`config.mk`:
```
export PLATFORM = sky130hd
export DESIGN_NAME = uec_core
export DESIGN_NICKNAME = d
export VERILOG_FILES = /design/src/shared/uec_pkg.sv /design/src/core/uec_core.sv
export SDC_FILE = /design/constraint.sdc
export NUM_CORES = 1
export LEC_CHECK = 0
export ABC_AREA = 1
export BUFFER_PORTS_ARGS = -buffer_cell sky130_fd_sc_hd__clkbuf_2
export CORE_MARGIN = 3
export CORE_UTILIZATION = 25
export DETAILED_ROUTE_END_ITERATION = 7
export PLACE_DENSITY = 0.45
export REMOVE_ABC_BUFFERS = 1
export SYNTH_ARGS = -nofsm -noshare
export SYNTH_HDL_FRONTEND = slang
export SYNTH_SLANG_ARGS = --single-unit
```
`constraint.sdc`:
```
create_clock -name core_clk_i -period 5.3 [get_ports core_clk_i]
set_input_delay 0.265 -clock core_clk_i [delete_from_list [all_inputs] [get_ports core_clk_i]]
set_output_delay 0.265 -clock core_clk_i [all_outputs]
set_load 0.05 [all_outputs]
```
`src/shared/uec_pkg.sv`:
```
// uec_pkg: register map, field positions, reset values, timing counts,
// bus carrier and event structs for the uart error and control slice.
// assumes a single 125 MHz core clock shared by every user of the package.
package uec_pkg;
	localparam logic [15:0] UEC_CTRL0_ADDR = 16'h0098;
	localparam logic [15:0] UEC_BUF0_ADDR = 16'h0099;
	localparam logic [15:0] UEC_STAT0_ADDR = 16'h00BA;
	localparam logic [15:0] UEC_STAT1_ADDR = 16'h00D4;
	localparam logic [15:0] UEC_GEN1_ADDR = 16'hFFB3;
	localparam logic [15:0] UEC_DIVLO_ADDR = 16'hFFB4;
	localparam logic [15:0] UEC_DIVHI_ADDR = 16'hFFB5;
	localparam logic [15:0] UEC_AUX_ADDR = 16'hFFC0;
	// serial0_control fields
	localparam int UEC_C_RXDONE = 0;
	localparam int UEC_C_TXDONE = 1;
	localparam int UEC_C_RX9 = 2;
	localparam int UEC_C_TX9 = 3;
	localparam int UEC_C_REN = 4;
	localparam int UEC_C_MODE_UP = 7;
	// baud_gen1_control fields
	localparam int UEC_G_EN = 0;
	localparam int UEC_G_SEL = 1;
	// status fields
	localparam int UEC_S_FE = 0;
	localparam int UEC_S_BRK = 1;
	// aux control fields
	localparam int UEC_A_EVS = 0;
	localparam int UEC_A_BRR = 1;
	localparam int UEC_A_REN1 = 2;
	localparam int UEC_A_MODE1 = 3;
	localparam logic [7:0] UEC_CTRL0_RST = 8'h00;
	localparam logic [1:0] UEC_GEN1_RST = 2'h0;
	localparam logic [4:0] UEC_AUX_RST = 5'h00;
	localparam logic [15:0] UEC_DIV_RST = 16'h0000;
	// timing: 16 samples per bit, break after 11 low bit samples
	localparam logic [3:0] UEC_OS_LAST = 4'hF;
	localparam logic [3:0] UEC_OS_MID = 4'h8;
	localparam logic [3:0] UEC_BRK_LAST = 4'hA;
	localparam logic [15:0] UEC_DIV_RELOAD = 16'h000F;
	typedef struct packed {
		logic [15:0] addr;
		logic [7:0] wdata;
		logic wr;
		logic rd;
	} uec_bus_s;
	typedef struct packed {
		logic done;
		logic [7:0] data;
		logic ninth;
		logic ferr;
		logic brk;
	} uec_rx_ev_s;
	typedef enum logic [2:0] {
		RX_IDLE, RX_START, RX_BITS, RX_STOP, RX_HUNT, RX_BRK, RX_SHIFT0
	} uec_rxst_e;
endpackage : uec_pkg

```
`src/core/uec_core.sv`:
```
// uec_core: uart0 control flags, transmitter and receiver, uart1 receiver
// for error and break detection, second rate generator, register port.
// assumes a same-clock register master and asynchronous serial pins.
// Overview of operation
// - generator enable bit; divisor locked while enabled
// - select bit picks generator for uart1 modes 1,3
// - low stop bit sets framing error status
// - error view selects frame error in bit 7
// - eleven low bit samples flag a break
// - every break also flags a framing error
// - after break wait for a high bit
// - uart0 break resets device into programming mode
// - uart1 break never resets, raises interrupt only
// - receive done: mode0 bit 8, mode1 mid-stop
// - modes 2,3 done timing by error view
// - transmit done at bit 8 or stop bit
// - ninth bit captures bit 9 or stop bit
// - transmit ninth bit sent in modes 2,3
// - receive enable gates reception
// - frame: low start, eight data lsb first, high stop
// - start bit begins reception only when enabled
// - any data buffer write starts a transmission
`timescale 1ns/10ps
`default_nettype none

module uec_rx
	import uec_pkg::*;
(
	input wire logic core_clk_i,
	input wire logic rst_i,
	input wire logic os_tick_i,
	input wire logic rxd_i,
	input wire logic en_i,
	input wire logic [1:0] mode_i,
	input wire logic evs_i,
	input wire logic rxdone_i,
	output uec_rx_ev_s ev_o
);
	typedef struct packed {
		uec_rxst_e st;
		logic [3:0] os;
		logic [3:0] bitn;
		logic [3:0] bcnt;
		logic [8:0] sh;
		uec_rx_ev_s ev;
	} uec_rx_s;
	uec_rx_s r;
	uec_rx_s n;
	logic samp;
	logic brk_hit;
	logic [8:0] nsh;

	always_comb begin
		n = r;
		n.ev.done = 1'b0;
		n.ev.ferr = 1'b0;
		n.ev.brk = 1'b0;
		samp = os_tick_i && (r.os == UEC_OS_LAST);
		brk_hit = samp && !rxd_i && (r.bcnt == UEC_BRK_LAST);
		nsh = {rxd_i, r.sh[8:1]};
		if (os_tick_i)
			n.os = r.os + 4'h1;
		// count only bit-centre samples from start bit through stop bit and hunt
		if (samp && r.st != RX_IDLE && r.st != RX_BRK && r.st != RX_SHIFT0)
			n.bcnt = rxd_i ? 4'h0 : r.bcnt + 4'h1;
		case (r.st)
			RX_IDLE: begin
				n.bcnt = 4'h0;
				if (mode_i == 2'h0) begin
					if (!rxdone_i) begin
						n.st = RX_SHIFT0;
						n.os = 4'h0;
						n.bitn = 4'h0;
					end
				end else if (os_tick_i && !rxd_i) begin
					n.st = RX_START;
					n.os = UEC_OS_MID;
				end
			end
			RX_START: if (samp) begin
				n.st = rxd_i ? RX_IDLE : RX_BITS;
				n.bitn = 4'h0;
			end
			RX_BITS: if (samp) begin
				n.sh = nsh;
				n.bitn = r.bitn + 4'h1;
				if (r.bitn == (mode_i[1] ? 4'h8 : 4'h7)) begin
					n.st = RX_STOP;
					n.ev.data = mode_i[1] ? nsh[7:0] : nsh[8:1];
					if (mode_i[1]) begin
						n.ev.ninth = nsh[8];
						n.ev.done = !evs_i;
					end
				end
			end
			RX_STOP: if (samp) begin
				if (!mode_i[1] || evs_i)
					n.ev.done = 1'b1;
				if (!mode_i[1])
					n.ev.ninth = rxd_i;
				n.ev.ferr = !rxd_i;
				n.ev.brk = brk_hit;
				n.st = rxd_i ? RX_IDLE : (brk_hit ? RX_BRK : RX_HUNT);
			end
			RX_HUNT: if (samp) begin
				if (rxd_i)
					n.st = RX_IDLE;
				else if (brk_hit) begin
					n.ev.brk = 1'b1;
					n.ev.ferr = 1'b1;
					n.st = RX_BRK;
				end
			end
			RX_BRK: if (samp && rxd_i)
				n.st = RX_IDLE;
			RX_SHIFT0: if (samp) begin
				n.sh = nsh;
				n.bitn = r.bitn + 4'h1;
				if (r.bitn == 4'h7) begin
					n.ev.data = nsh[8:1];
					n.ev.done = 1'b1;
					n.st = RX_IDLE;
				end
			end
			default: n.st = RX_IDLE;
		endcase
		if (!en_i) begin
			n.st = RX_IDLE;
			n.ev.done = 1'b0;
		end
	end

	always_ff @(posedge core_clk_i or posedge rst_i) begin
		if (rst_i) begin
			r <= '{st: RX_IDLE, default: '0};
		end else begin
			r <= n;
		end
	end

	assign ev_o = r.ev;
endmodule : uec_rx

module uec_core
	import uec_pkg::*;
(
	input wire logic core_clk_i,
	input wire logic rst_i,
	input wire uec_bus_s bus_i,
	output logic [7:0] rdata_o,
	input wire logic timer1_ovf_i,
	input wire logic uart0_rxd_i,
	input wire logic uart1_rxd_i,
	output logic uart0_txd_o,
	output logic dev_reset_o,
	output logic isp_request_o,
	output logic uart1_break_irq_o
);
	typedef struct packed {
		logic s0a;
		logic s0b;
		logic s1a;
		logic s1b;
		logic [7:0] ctrl0;
		logic fe0;
		logic brk0;
		logic fe1;
		logic brk1;
		logic [1:0] gen1;
		logic [15:0] div;
		logic [15:0] gcnt;
		logic [4:0] aux;
		logic m2;
		logic [7:0] rxbuf;
		logic [7:0] rdata;
		logic [10:0] txsh;
		logic [3:0] txn;
		logic [3:0] txos;
		logic txd;
		logic rstp;
	} uec_core_s;
	uec_core_s r;
	uec_core_s n;
	uec_rx_ev_s ev0;
	uec_rx_ev_s ev1;
	logic [1:0] mode0;
	logic [1:0] mode1;
	logic evs;
	logic gen_tick;
	logic os0;
	logic os1;
	logic wr_ctrl;
	logic wr_buf;
	logic tx_edge;
	logic [10:0] tx_next;

	assign evs = r.aux[UEC_A_EVS];
	assign mode0 = r.ctrl0[7:6];
	assign mode1 = r.aux[UEC_A_MODE1+1:UEC_A_MODE1];
	assign gen_tick = r.gen1[UEC_G_EN] && (r.gcnt == 16'h0000);
	assign wr_ctrl = bus_i.wr && (bus_i.addr == UEC_CTRL0_ADDR);
	assign wr_buf = bus_i.wr && (bus_i.addr == UEC_BUF0_ADDR);

	// mode 2 fixed at clk/32; uart0 variable modes use the timer overflow
	always_comb begin
		case (mode0)
			2'h0: os0 = 1'b1;
			2'h2: os0 = r.m2;
			default: os0 = timer1_ovf_i;
		endcase
		case (mode1)
			2'h0: os1 = 1'b1;
			2'h2: os1 = r.m2;
			default: os1 = r.gen1[UEC_G_SEL] ? gen_tick : timer1_ovf_i;
		endcase
	end

	uec_rx u_rx0 (
		.core_clk_i(core_clk_i),
		.rst_i(rst_i),
		.os_tick_i(os0),
		.rxd_i(r.s0b),
		.en_i(r.ctrl0[UEC_C_REN]),
		.mode_i(mode0),
		.evs_i(evs),
		.rxdone_i(r.ctrl0[UEC_C_RXDONE]),
		.ev_o(ev0)
	);

	// uart1 control register lives elsewhere; its mode 0 start is never held off
	uec_rx u_rx1 (
		.core_clk_i(core_clk_i),
		.rst_i(rst_i),
		.os_tick_i(os1),
		.rxd_i(r.s1b),
		.en_i(r.aux[UEC_A_REN1]),
		.mode_i(mode1),
		.evs_i(evs),
		.rxdone_i(1'b0),
		.ev_o(ev1)
	);

	always_comb begin
		n = r;
		n.s0a = uart0_rxd_i;
		n.s0b = r.s0a;
		n.s1a = uart1_rxd_i;
		n.s1b = r.s1a;
		n.m2 = ~r.m2;
		n.rstp = 1'b0;
		tx_edge = os0 && (r.txn != 4'h0) && (r.txos == UEC_OS_LAST);
		tx_next = {1'b1, r.txsh[10:1]};
		// rate generator, period divisor plus sixteen clocks
		if (!r.gen1[UEC_G_EN])
			n.gcnt = 16'h0000;
		else if (gen_tick)
			n.gcnt = 16'(r.div + UEC_DIV_RELOAD);
		else
			n.gcnt = r.gcnt - 16'h0001;
		// register writes
		if (bus_i.wr) begin
			case (bus_i.addr)
				UEC_CTRL0_ADDR: begin
					n.ctrl0[6:0] = bus_i.wdata[6:0];
					if (evs)
						n.fe0 = bus_i.wdata[UEC_C_MODE_UP];
					else
						n.ctrl0[UEC_C_MODE_UP] = bus_i.wdata[UEC_C_MODE_UP];
				end
				UEC_STAT0_ADDR: begin
					n.fe0 = r.fe0 & ~bus_i.wdata[UEC_S_FE];
					n.brk0 = r.brk0 & ~bus_i.wdata[UEC_S_BRK];
				end
				UEC_STAT1_ADDR: begin
					n.fe1 = r.fe1 & ~bus_i.wdata[UEC_S_FE];
					n.brk1 = r.brk1 & ~bus_i.wdata[UEC_S_BRK];
				end
				UEC_GEN1_ADDR: n.gen1 = bus_i.wdata[1:0];
				// an interim divisor would glitch a running generator
				UEC_DIVLO_ADDR: if (!r.gen1[UEC_G_EN])
					n.div[7:0] = bus_i.wdata;
				UEC_DIVHI_ADDR: if (!r.gen1[UEC_G_EN])
					n.div[15:8] = bus_i.wdata;
				UEC_AUX_ADDR: n.aux = bus_i.wdata[4:0];
				default: n.aux = r.aux;
			endcase
		end
		// transmitter
		if (wr_buf) begin
			n.txsh = {1'b1, mode0[1] ? r.ctrl0[UEC_C_TX9] : 1'b1, bus_i.wdata, 1'b0};
			if (mode0 == 2'h0) begin
				n.txsh = {3'b111, bus_i.wdata};
				n.txn = 4'h8;
			end else begin
				n.txn = mode0[1] ? 4'hB : 4'hA;
			end
			n.txd = n.txsh[0];
			n.txos = 4'h0;
		end else if (tx_edge) begin
			n.txsh = tx_next;
			n.txd = tx_next[0];
			n.txn = r.txn - 4'h1;
			if (r.txn == ((mode0 == 2'h0) ? 4'h1 : 4'h2))
				n.ctrl0[UEC_C_TXDONE] = 1'b1;
		end
		if (os0 && !wr_buf)
			n.txos = r.txos + 4'h1;
		// receive events; hardware sets win over software clears
		if (ev0.done) begin
			n.ctrl0[UEC_C_RXDONE] = 1'b1;
			n.rxbuf = ev0.data;
			if (mode0 != 2'h0)
				n.ctrl0[UEC_C_RX9] = ev0.ninth;
		end
		if (ev0.ferr)
			n.fe0 = 1'b1;
		if (ev0.brk) begin
			n.brk0 = 1'b1;
			n.rstp = r.aux[UEC_A_BRR];
		end
		if (ev1.ferr)
			n.fe1 = 1'b1;
		if (ev1.brk)
			n.brk1 = 1'b1;
		// reads answer one cycle later; unmapped reads as zero
		n.rdata = 8'h00;
		if (bus_i.rd) begin
			case (bus_i.addr)
				UEC_CTRL0_ADDR: n.rdata = {evs ? r.fe0 : r.ctrl0[7], r.ctrl0[6:0]};
				UEC_BUF0_ADDR: n.rdata = r.rxbuf;
				UEC_STAT0_ADDR: n.rdata = {6'h00, r.brk0, r.fe0};
				UEC_STAT1_ADDR: n.rdata = {6'h00, r.brk1, r.fe1};
				UEC_GEN1_ADDR: n.rdata = {6'h00, r.gen1};
				UEC_DIVLO_ADDR: n.rdata = r.div[7:0];
				UEC_DIVHI_ADDR: n.rdata = r.div[15:8];
				UEC_AUX_ADDR: n.rdata = {3'h0, r.aux};
				default: n.rdata = 8'h00;
			endcase
		end
	end

	always_ff @(posedge core_clk_i or posedge rst_i) begin
		if (rst_i) begin
			r <= '0;
			r.s0a <= 1'b1;
			r.s0b <= 1'b1;
			r.s1a <= 1'b1;
			r.s1b <= 1'b1;
			r.txd <= 1'b1;
			r.ctrl0 <= UEC_CTRL0_RST;
			r.gen1 <= UEC_GEN1_RST;
			r.aux <= UEC_AUX_RST;
			r.div <= UEC_DIV_RST;
		end else begin
			r <= n;
		end
	end

	assign rdata_o = r.rdata;
	assign uart0_txd_o = r.txd;
	assign dev_reset_o = r.rstp;
	assign isp_request_o = r.rstp;
	assign uart1_break_irq_o = r.brk1;
endmodule : uec_core

`default_nettype wire

```
# ---- Word-level counts from Yosys, hierarchy flattened
# Cells that the tools add are included.
dict set report totals {
  ff_bits 146
  latchBits 0
  ramBits 0
  rom_bits 0
  in_bits 31
  output_inout_bits 12
  elab_cells 327
  memories 0
}
dict set report op_classes {
  addsub 10
  multipliers 0
  div_mod_pow 0
  n_lt_le_gt_ge 0
  n_eq_ne 72
  shifts 0
  mux 121
  bitwise_logic 9
  n_reduce_logical 74
}
# operator n
set ops {}
lappend ops {{two-way mux 4 bit} 20}
lappend ops {{two-way mux 3 bit} 26}
lappend ops {{equality test 16 bit, second input constant} 4}
lappend ops {{equality test 16 x 8 -> 1 bit, second input constant} 4}
lappend ops {{one-hot mux 8 bit (8 select lines)} 1}
lappend ops {{!= test 3 x 2 -> 1 bit, second input constant} 17}
lappend ops {{two-way mux 8 bit} 6}
lappend ops {{one-hot mux 3 bit (7 select lines)} 2}
lappend ops {{two-way mux 16 bit} 2}
lappend ops {{nonzero test 2 bit} 16}
lappend ops {{two-way mux 15 bit} 2}
lappend ops {{adder 4 x 1 -> 4 bit, second input constant} 7}
lappend ops {{two-way mux 7 bit} 4}
lappend ops {{two-way mux 1 bit} 27}
lappend ops {{two-way mux 2 bit} 13}
lappend ops {{two-way mux 25 bit} 1}
lappend ops {{one-hot mux 4 bit (3 select lines)} 2}
lappend ops {{logical AND 1 bit} 21}
lappend ops {{equality test 4 bit, second input constant} 5}
lappend ops {{two-way mux 10 bit} 2}
lappend ops {{!= test 2 x 1 -> 1 bit, second input constant} 10}
lappend ops {{two-way mux 19 bit} 1}
lappend ops {{equality test 3 bit, second input constant} 6}
lappend ops {{two-way mux 18 bit} 1}
lappend ops {{other kinds (38)} 86}

# ---- Logic depth before layout (Yosys ltp)
# Gate-level depths: netlist of the first run.
dict set report logic_depth {
  depth_word 12
  depth_mapped 15
  mapped_depth_nobuf 15
}

# ---- Cells and area by module
# From an unflattened synthesis of the first run, not the netlist that was laid out.
dict set report hier_totals {
  cells_unflattened 1277
  area_unflattened_um2 9653.0
}
# module instances cells_per_inst area_per_inst_um2
set by_module_without_submodules {}
lappend by_module_without_submodules {uec_core 1 720 5387.7}
lappend by_module_without_submodules {{uec_rx at u_rx1} 1 290 2183.3}
lappend by_module_without_submodules {{uec_rx at u_rx0} 1 267 2082.0}

# ---- Least setup slack after synthesis of the first run
# No wires, ideal clock.
dict set report synth_path {
  path_type {register -> register}
  start {register r[59] (netlist bit)}
  end {register r[55] (netlist bit)}
  arrival_time_ps 1607
  t_required_ps 5162
  slack_ps 3555
  stages_incl_launch_ff 11
  n_path_buf 0
  path_cell_list {dfrtp_1 > inv_1 > ha_1 > nand2_1 > nor2_1 > nor3_1 > nand4_1 > nor2_1 > inv_1 > o21ai_0 > a31oi_1}
}
# element line
set synth_rtl {}
lappend synth_rtl {{start, declared} uec_core.sv:182} ;# uec_core_s r;
lappend synth_rtl {{start signal, assigned} uec_core.sv:355} ;# r <= n;

# ---- Worst setup path in the final report of the first run
dict set report layout_path {
  start {register r (netlist bit mode0[1])}
  end {register u_rx0.r[35] (netlist bit)}
}
dict set report layout_between {
  elab_chain_cells 7
  elab_cells_between_ends 24
  cone_classes {eq/ne: 12; mux: 5; reduce/logical: 7}
}
# element line
set layout_rtl {}
lappend layout_rtl {{equality test 2 bit or zero test 2 bit (tied branches)} {uec_core.sv:206, uec_core.sv:69}}
lappend layout_rtl {{one-hot mux 1 bit (2 select lines)} uec_core.sv:206} ;# case (mode0)
lappend layout_rtl {{logical AND 1 bit} uec_core.sv:58} ;# samp = os_tick_i && (r.os == UEC_OS_LAST);
lappend layout_rtl {{logical AND 1 bit (2 in a row)} uec_core.sv:59} ;# brk_hit = samp && !rxd_i && (r.bcnt == UEC_BRK_LAST);
lappend layout_rtl {{!= test 4 x 3 -> 1 bit (no source line)} -}
lappend layout_rtl {{AND reduction 11 bit (no source line)} -}
lappend layout_rtl {{end signal, assigned} uec_core.sv:137} ;# r <= n;
lappend layout_rtl {{end, declared} uec_core.sv:47} ;# uec_rx_s r;
# Parallel ways exist; a longest one is shown, timed or not.
# A chain may end at the register's enable or synchronous reset.

==> metrics.txt, run 1 <==
ys async rst share=1.00; Routed met2 length=~11000 microns; Top Layer Used=met4; FF/Latch Area=3610 sq um; HPWL Detailed=16900 microns; Setup crit end kind=register; max incr delay on CP=between 0.6 and 0.7 ns; Multi-input gate area=between 3000 and 4000 sq um; RePlAce Congestion=0.866; Pwr Total=2.64 mW; number of synthesized flops with an enable pin=0; P_leak=roughly 4.3 nW; CTS buffer count=17; status=completed; Placement Cell Area=8780 sq um; cell area power density=280 nW/um^2; WL met1=10600 microns; CP max FO=19; CP startpoint kind=register; Initial DRC Count=a little over 400; area growth from synthesis to layout=15.8%; DR WL/cell=between 10 and 15 microns; crit path launch=mode0[1]; FF-to-FF path depth=10; die area=34800 sq um; DRC=0; # fillers=~3400; total wire length=22300 microns; crit-path cells=nor2_2 > inv_2 > nor2_1 > inv_1 > nand3_1 > nand3_1 > nor3_4 > nor2_2 > nand2_1 > nand2_1; fin crit period=~2.4 ns; CTS tree=yes; synth top area cells=dfrtp_1 43%, nand2_1 9.9%, inv_1 5.9%, o21ai_0 5.6%, nor2_1 4.4%; CTS hold repair buffers=3; yosys warns=0; Max-Slew Margin vs Limit=0.445; Slew @ Worst Pin=0.833 ns; Die Ht=187 microns; Mapped Avg Cell Area=between 7 and 8 sq um; Unique masters post-synth=58; vias per std cell=4.55; Clock Latency Late Sink=0.43 ns; CP arrival=2.69 ns; CP endpoint=u_rx0.r[35]; Antenna Nets Post-Route=0; Max Cap Viol=0; layout cells sized above 1=0.139; # H-tree levels=4; Final setup viols=0; DR vias=roughly 7000; I/O pin cnt=43; row count=65; clock sinks=144; post-synthesis instance total=between 1000 and 1500; initial antenna violation count=0; peak supply drop=0.000164 V; core area=31800 sq um; buffers added on ports=between 40 and 50; CP max stage cell=dfrtp_1; Min-Delay Path Class=in2reg; Slew Viols, Final=0; Yosys top cell area share=0.427; nets@finish=1113; design area=~9400 sq um; met3 wire length=~630 microns; fin util=0.297; # diodes=0; unrepaired setup endpoints after global routing=false; area leader, netlist=dfrtp_1; part of the cycle the worst path needs=0.449; Synth Cell Area=8150 sq um; R2R Path End=u_rx0.r[35]; fmax=between 0.4 and 0.5 GHz; GRT Util Overall=0.131; global-route wire length before repair=~36000 microns; CTS resizes=0; skew final=0.0106 ns; CTS root buf=clkbuf_16; Worst EP required=5.61 ns; aggregate global routing overflow=0; Seq/Total Area, Yosys=0.443; Seq cells post-synth=about 140; DRT Pass-1 Iters=5; CP Class=reg2reg; largest net degree at the start of global routing=65; Longest Clk Path Bufs=2; R2R setup slack=2.92 ns; setup repair bufs after CTS=0; post-route setup TNS=0 ns; Initial Util=0.256; RR Startpoint=mode0[1]; Post-synth top flop=dfrtp_1; clock-pin transition on the worst setup and hold timing paths=roughly 0.070 ns; vias in the first global route=around 6600; final-report hold violation count=0; Die X=187 microns
critical path, delay by kind of cell, from the launching register on:
family	cells	cell delay, ns
simple gates	8	1.34
buf+inv	2	0.26
flops	1	0.66
layout by cell type (no fill, tap or decap), types with 11 or more instances in the layout:
cell	count
dfrtp_1	139
xor2_1	12
nor3_1	20
nor2_1	96
clkbuf_2	42
nand4_1	20
clkbuf_16	17
nand2_1	214
inv_1	127
o21ai_1	11
a21oi_1	53
nand3_1	54
o21ai_0	91
ha_1	14
nor2_2	17
kinds of logic (layout without fill, tap and decap cells):
logic type      after synthesis  in the layout  share of synthesized area
simple gates                461            461                      0.268
compound gates              224            224                      0.164
buf+inv                     164            220                     0.0840
flops                       144            144                      0.443
xor+xnor                     17             17                     0.0183
fa+ha+maj                    14             14                     0.0215
mux                           1              1                    0.00123
final cells by class:
type	count	area share
clock buffers	20	0.0473
clock inverters	12	0.0190
inverters	141	0.0580
multi-input cells	717	0.408
flip-flops and latches	144	0.383
well taps	435	0.0577
repair buffers	47	0.0271
synth_stat cells (10+ instances only):
cell and number:
a21oi_1 53, o21ai_0 91, nand3_1 54, nand2_1 214
nor2_2 17, nor2_1 96, dfrtp_1 139, xor2_1 12
nand4_1 20, o221ai_1 10, nor3_1 20, o21ai_1 11
buf_4 11, inv_1 128, ha_1 14
layer usage:
metal  global-route usage  up-vias
li1                     -     3506
met1                0.172     3250
met2                0.217      114
met3               0.0246       26
met4               0.0436        0
met5                    0        -
where the power goes:
part           switching (mW)  internal, mW
clock network           0.488         0.804
logic                   0.115        0.0597
registers              0.0246          1.15
per-stage QoR:
stage | instances | hold slack, ns | worst slack, ns
floorplan | 1002 | 0.269 | 1.18
global placement | 1481 | 0.250 | 2.95
detailed placement | 1481 | 0.250 | 2.93
CTS | 1516 | 0.154 | 2.92
global route | 1516 | 0.178 | 2.68
finish | 1516 | 0.176 | 2.92
state kept, by name (all words and copies together) (netlist names):
name / flops
r: 74
u_rx0.r: 15
u_rx1.r: 15
u_rx0.ev_o: 12
rdata_o: 8
u_rx0.nsh: 8
mode0: 2
mode1: 2
n: 2
u_rx1.ev_o: 2
dev_reset_o: 1
evs: 1
uart0_txd_o: 1
uart1_break_irq_o: 1
worst min-delay path by stage:
stage / start / end / slack (ns) / cells past startpoint
after floorplan: uart1_rxd_i / n[89] / 0.27 / 0
after global placement: rst_i / u_rx0.r[24] / 0.25 / 2
after detailed placement: rst_i / u_rx0.r[24] / 0.25 / 2
after CTS: bus_i[2] / uart0_txd_o / 0.15 / 3
after global routing: bus_i[2] / uart0_txd_o / 0.18 / 3
final: bus_i[2] / uart0_txd_o / 0.18 / 3
Note: power is estimated with default switching activity, not from simulation.
==> run 2, diff against run 1 <==
- clock period: 5.3 -> 2.46 ns (I/O delays scaled with it)
==> run 2 against run 1 <==
Compared with the run above:
- wire length up 3.2%
- sequential share of layout area is 0.14 points lower
- sequential power rose by 120%
- utilization up 0.11 points
- hold slack got worse by 0.15 ns
==> metrics.txt, run 2 (same netlist as run 1, synthesis figures left out) <==
fin crit period=2.06 ns; row count=65; design area=9470 sq um; RePlAce Congestion=0.853; CTS tree=yes; Final setup viols=0; CTS resizes=0; buffers added on ports=42; Hold WS=0.0276 ns; core area=31800 sq um; crit path launch=r[59]; nets@finish=1127; Slew Viols, Final=0; peak supply drop=0.000451 V; Slew @ Worst Pin=0.601 ns; initial antenna violation count=0; Max Cap Viol=0; # diodes=0; largest net degree at the start of global routing=61; Clock Latency Late Sink=between 0.4 and 0.5 ns; placed cell count=1495; layout cells sized above 1=0.150; Placement Cell Area=8900 sq um; Initial Util=0.256; CTS buffer count=17; Die X=187 microns; DR WL/cell=15.0 microns; cell area power density=562 nW/um^2; vias per std cell=4.54; Pwr Total=roughly 5.3 mW; register bank with the most flops=r; Max-Slew Margin vs Limit=0.599; DR vias=6945; CP endpoint=r[57]; post-route non-filler standard cell count=around 1500; unrepaired setup endpoints after global routing=false; DRT Pass-1 Iters=4; max reg flops=74; setup repair bufs after CTS=0; most frequent cells in the layout=214 x nand2_1, 139 x dfrtp_1, 127 x inv_1; CP startpoint kind=register; Largest regs=r x74, u_rx0.r x15, u_rx1.r x15; fmax=0.486 GHz; post-route setup TNS=0 ns; Die Ht=187 microns; die area=approximately 35000 sq um; Min-Delay Path Class=in2reg; part of the cycle the worst path needs=0.837; clock-pin transition on the worst setup and hold timing paths=0.07 ns; FF-to-FF path depth=10; CTS root buf=clkbuf_16; final-report hold violation count=0; global-route wire length before repair=about 38000 microns; DRC=0; CP max FO=4; CTS hold repair buffers=3; clock sinks=144; Critical path buffers and inverters=1; Setup crit end kind=register; skew final=0.00884 ns; crit-path cells=inv_1 > ha_1 > nand2_1 > nor2_1 > nor3_1 > nand4_1 > nor2_1 > nand3_1 > a21oi_1 > a21oi_1; max incr delay on CP=0.40 ns; RR Startpoint=r[59]; Worst EP required=roughly 2.8 ns; CP max stage cell=dfrtp_1; aggregate global routing overflow=0; Antenna Nets Post-Route=0; CP arrival=between 2 and 2.5 ns; GRT Util Overall=0.136; status=completed; HPWL Detailed=17500 microns; Initial DRC Count=a little over 500; total wire length=23000 microns; # H-tree levels=4; commonest non-fill, non-tap cell in the layout=nand2_1; R2R Path End=r[57]; Worst path depth=10; Place WS=0.433 ns; I/O pin cnt=43; Longest Clk Path Bufs=2; CP Class=reg2reg; vias in the first global route=6739; area growth from synthesis to layout=16.2%; R2R setup slack=slightly above 0.4 ns; Crit path max-delay family=simple AND/OR/NAND/NOR gates; fin util=0.298; final worst slack=between 0.4 and 0.5 ns; P_leak=between 4 and 5 nW
run 2: routing by layer:
metal | vias up | GRT usage | part of all wire
met5 | - | 0 | 0
li1 | 3530 | - | -
met2 | 118 | 0.227 | 0.49
met1 | 3275 | 0.178 | 0.46
met4 | 0 | 0.0442 | 0.018
met3 | 22 | 0.0267 | 0.029
run 2: worst min path at each step:
| stage | from | end | slack, ns | depth (start not counted) |
|---|---|---|---|---|
| floorplan | uart1_rxd_i | n[89] | 0.13 | 0 |
| global placement | uart0_rxd_i | n[91] | 0.21 | 1 |
| detailed placement | uart0_rxd_i | n[91] | 0.21 | 1 |
| CTS | bus_i[2] | uart0_txd_o | 0.006 | 3 |
| global route | bus_i[2] | uart0_txd_o | 0.01 | 3 |
| finish | bus_i[2] | uart0_txd_o | 0.03 | 3 |
run 2: power breakdown:
group / total [mW] / internal [mW] / switching, mW
clock network: 2.41 / 1.34 / 1.07
logic: 0.392 / 0.134 / 0.258
registers: 2.52 / 2.47 / 0.0507
total: 5.32 / 3.95 / 1.38
run 2: final cells by class:
type / instances / area [sq um]
Tap cell: 435 / 544
Clock inverter: 11 / 85.1
Timing Repair Buffer: 61 / 373
Multi-Input combinational cell: 717 / 3850
Sequential cell: 144 / 3610
Inverter: 141 / 547
Fill cell: 3453 / 22300
Clock buffer: 20 / 457
run 2: tightest hold or removal path, delay by kind of cell:
family	cells	cell delay (ns)
and+or+nand+nor	1	0.10
buffers and inverters	1	0.14
AOI/OAI and AO/OA	1	0.09
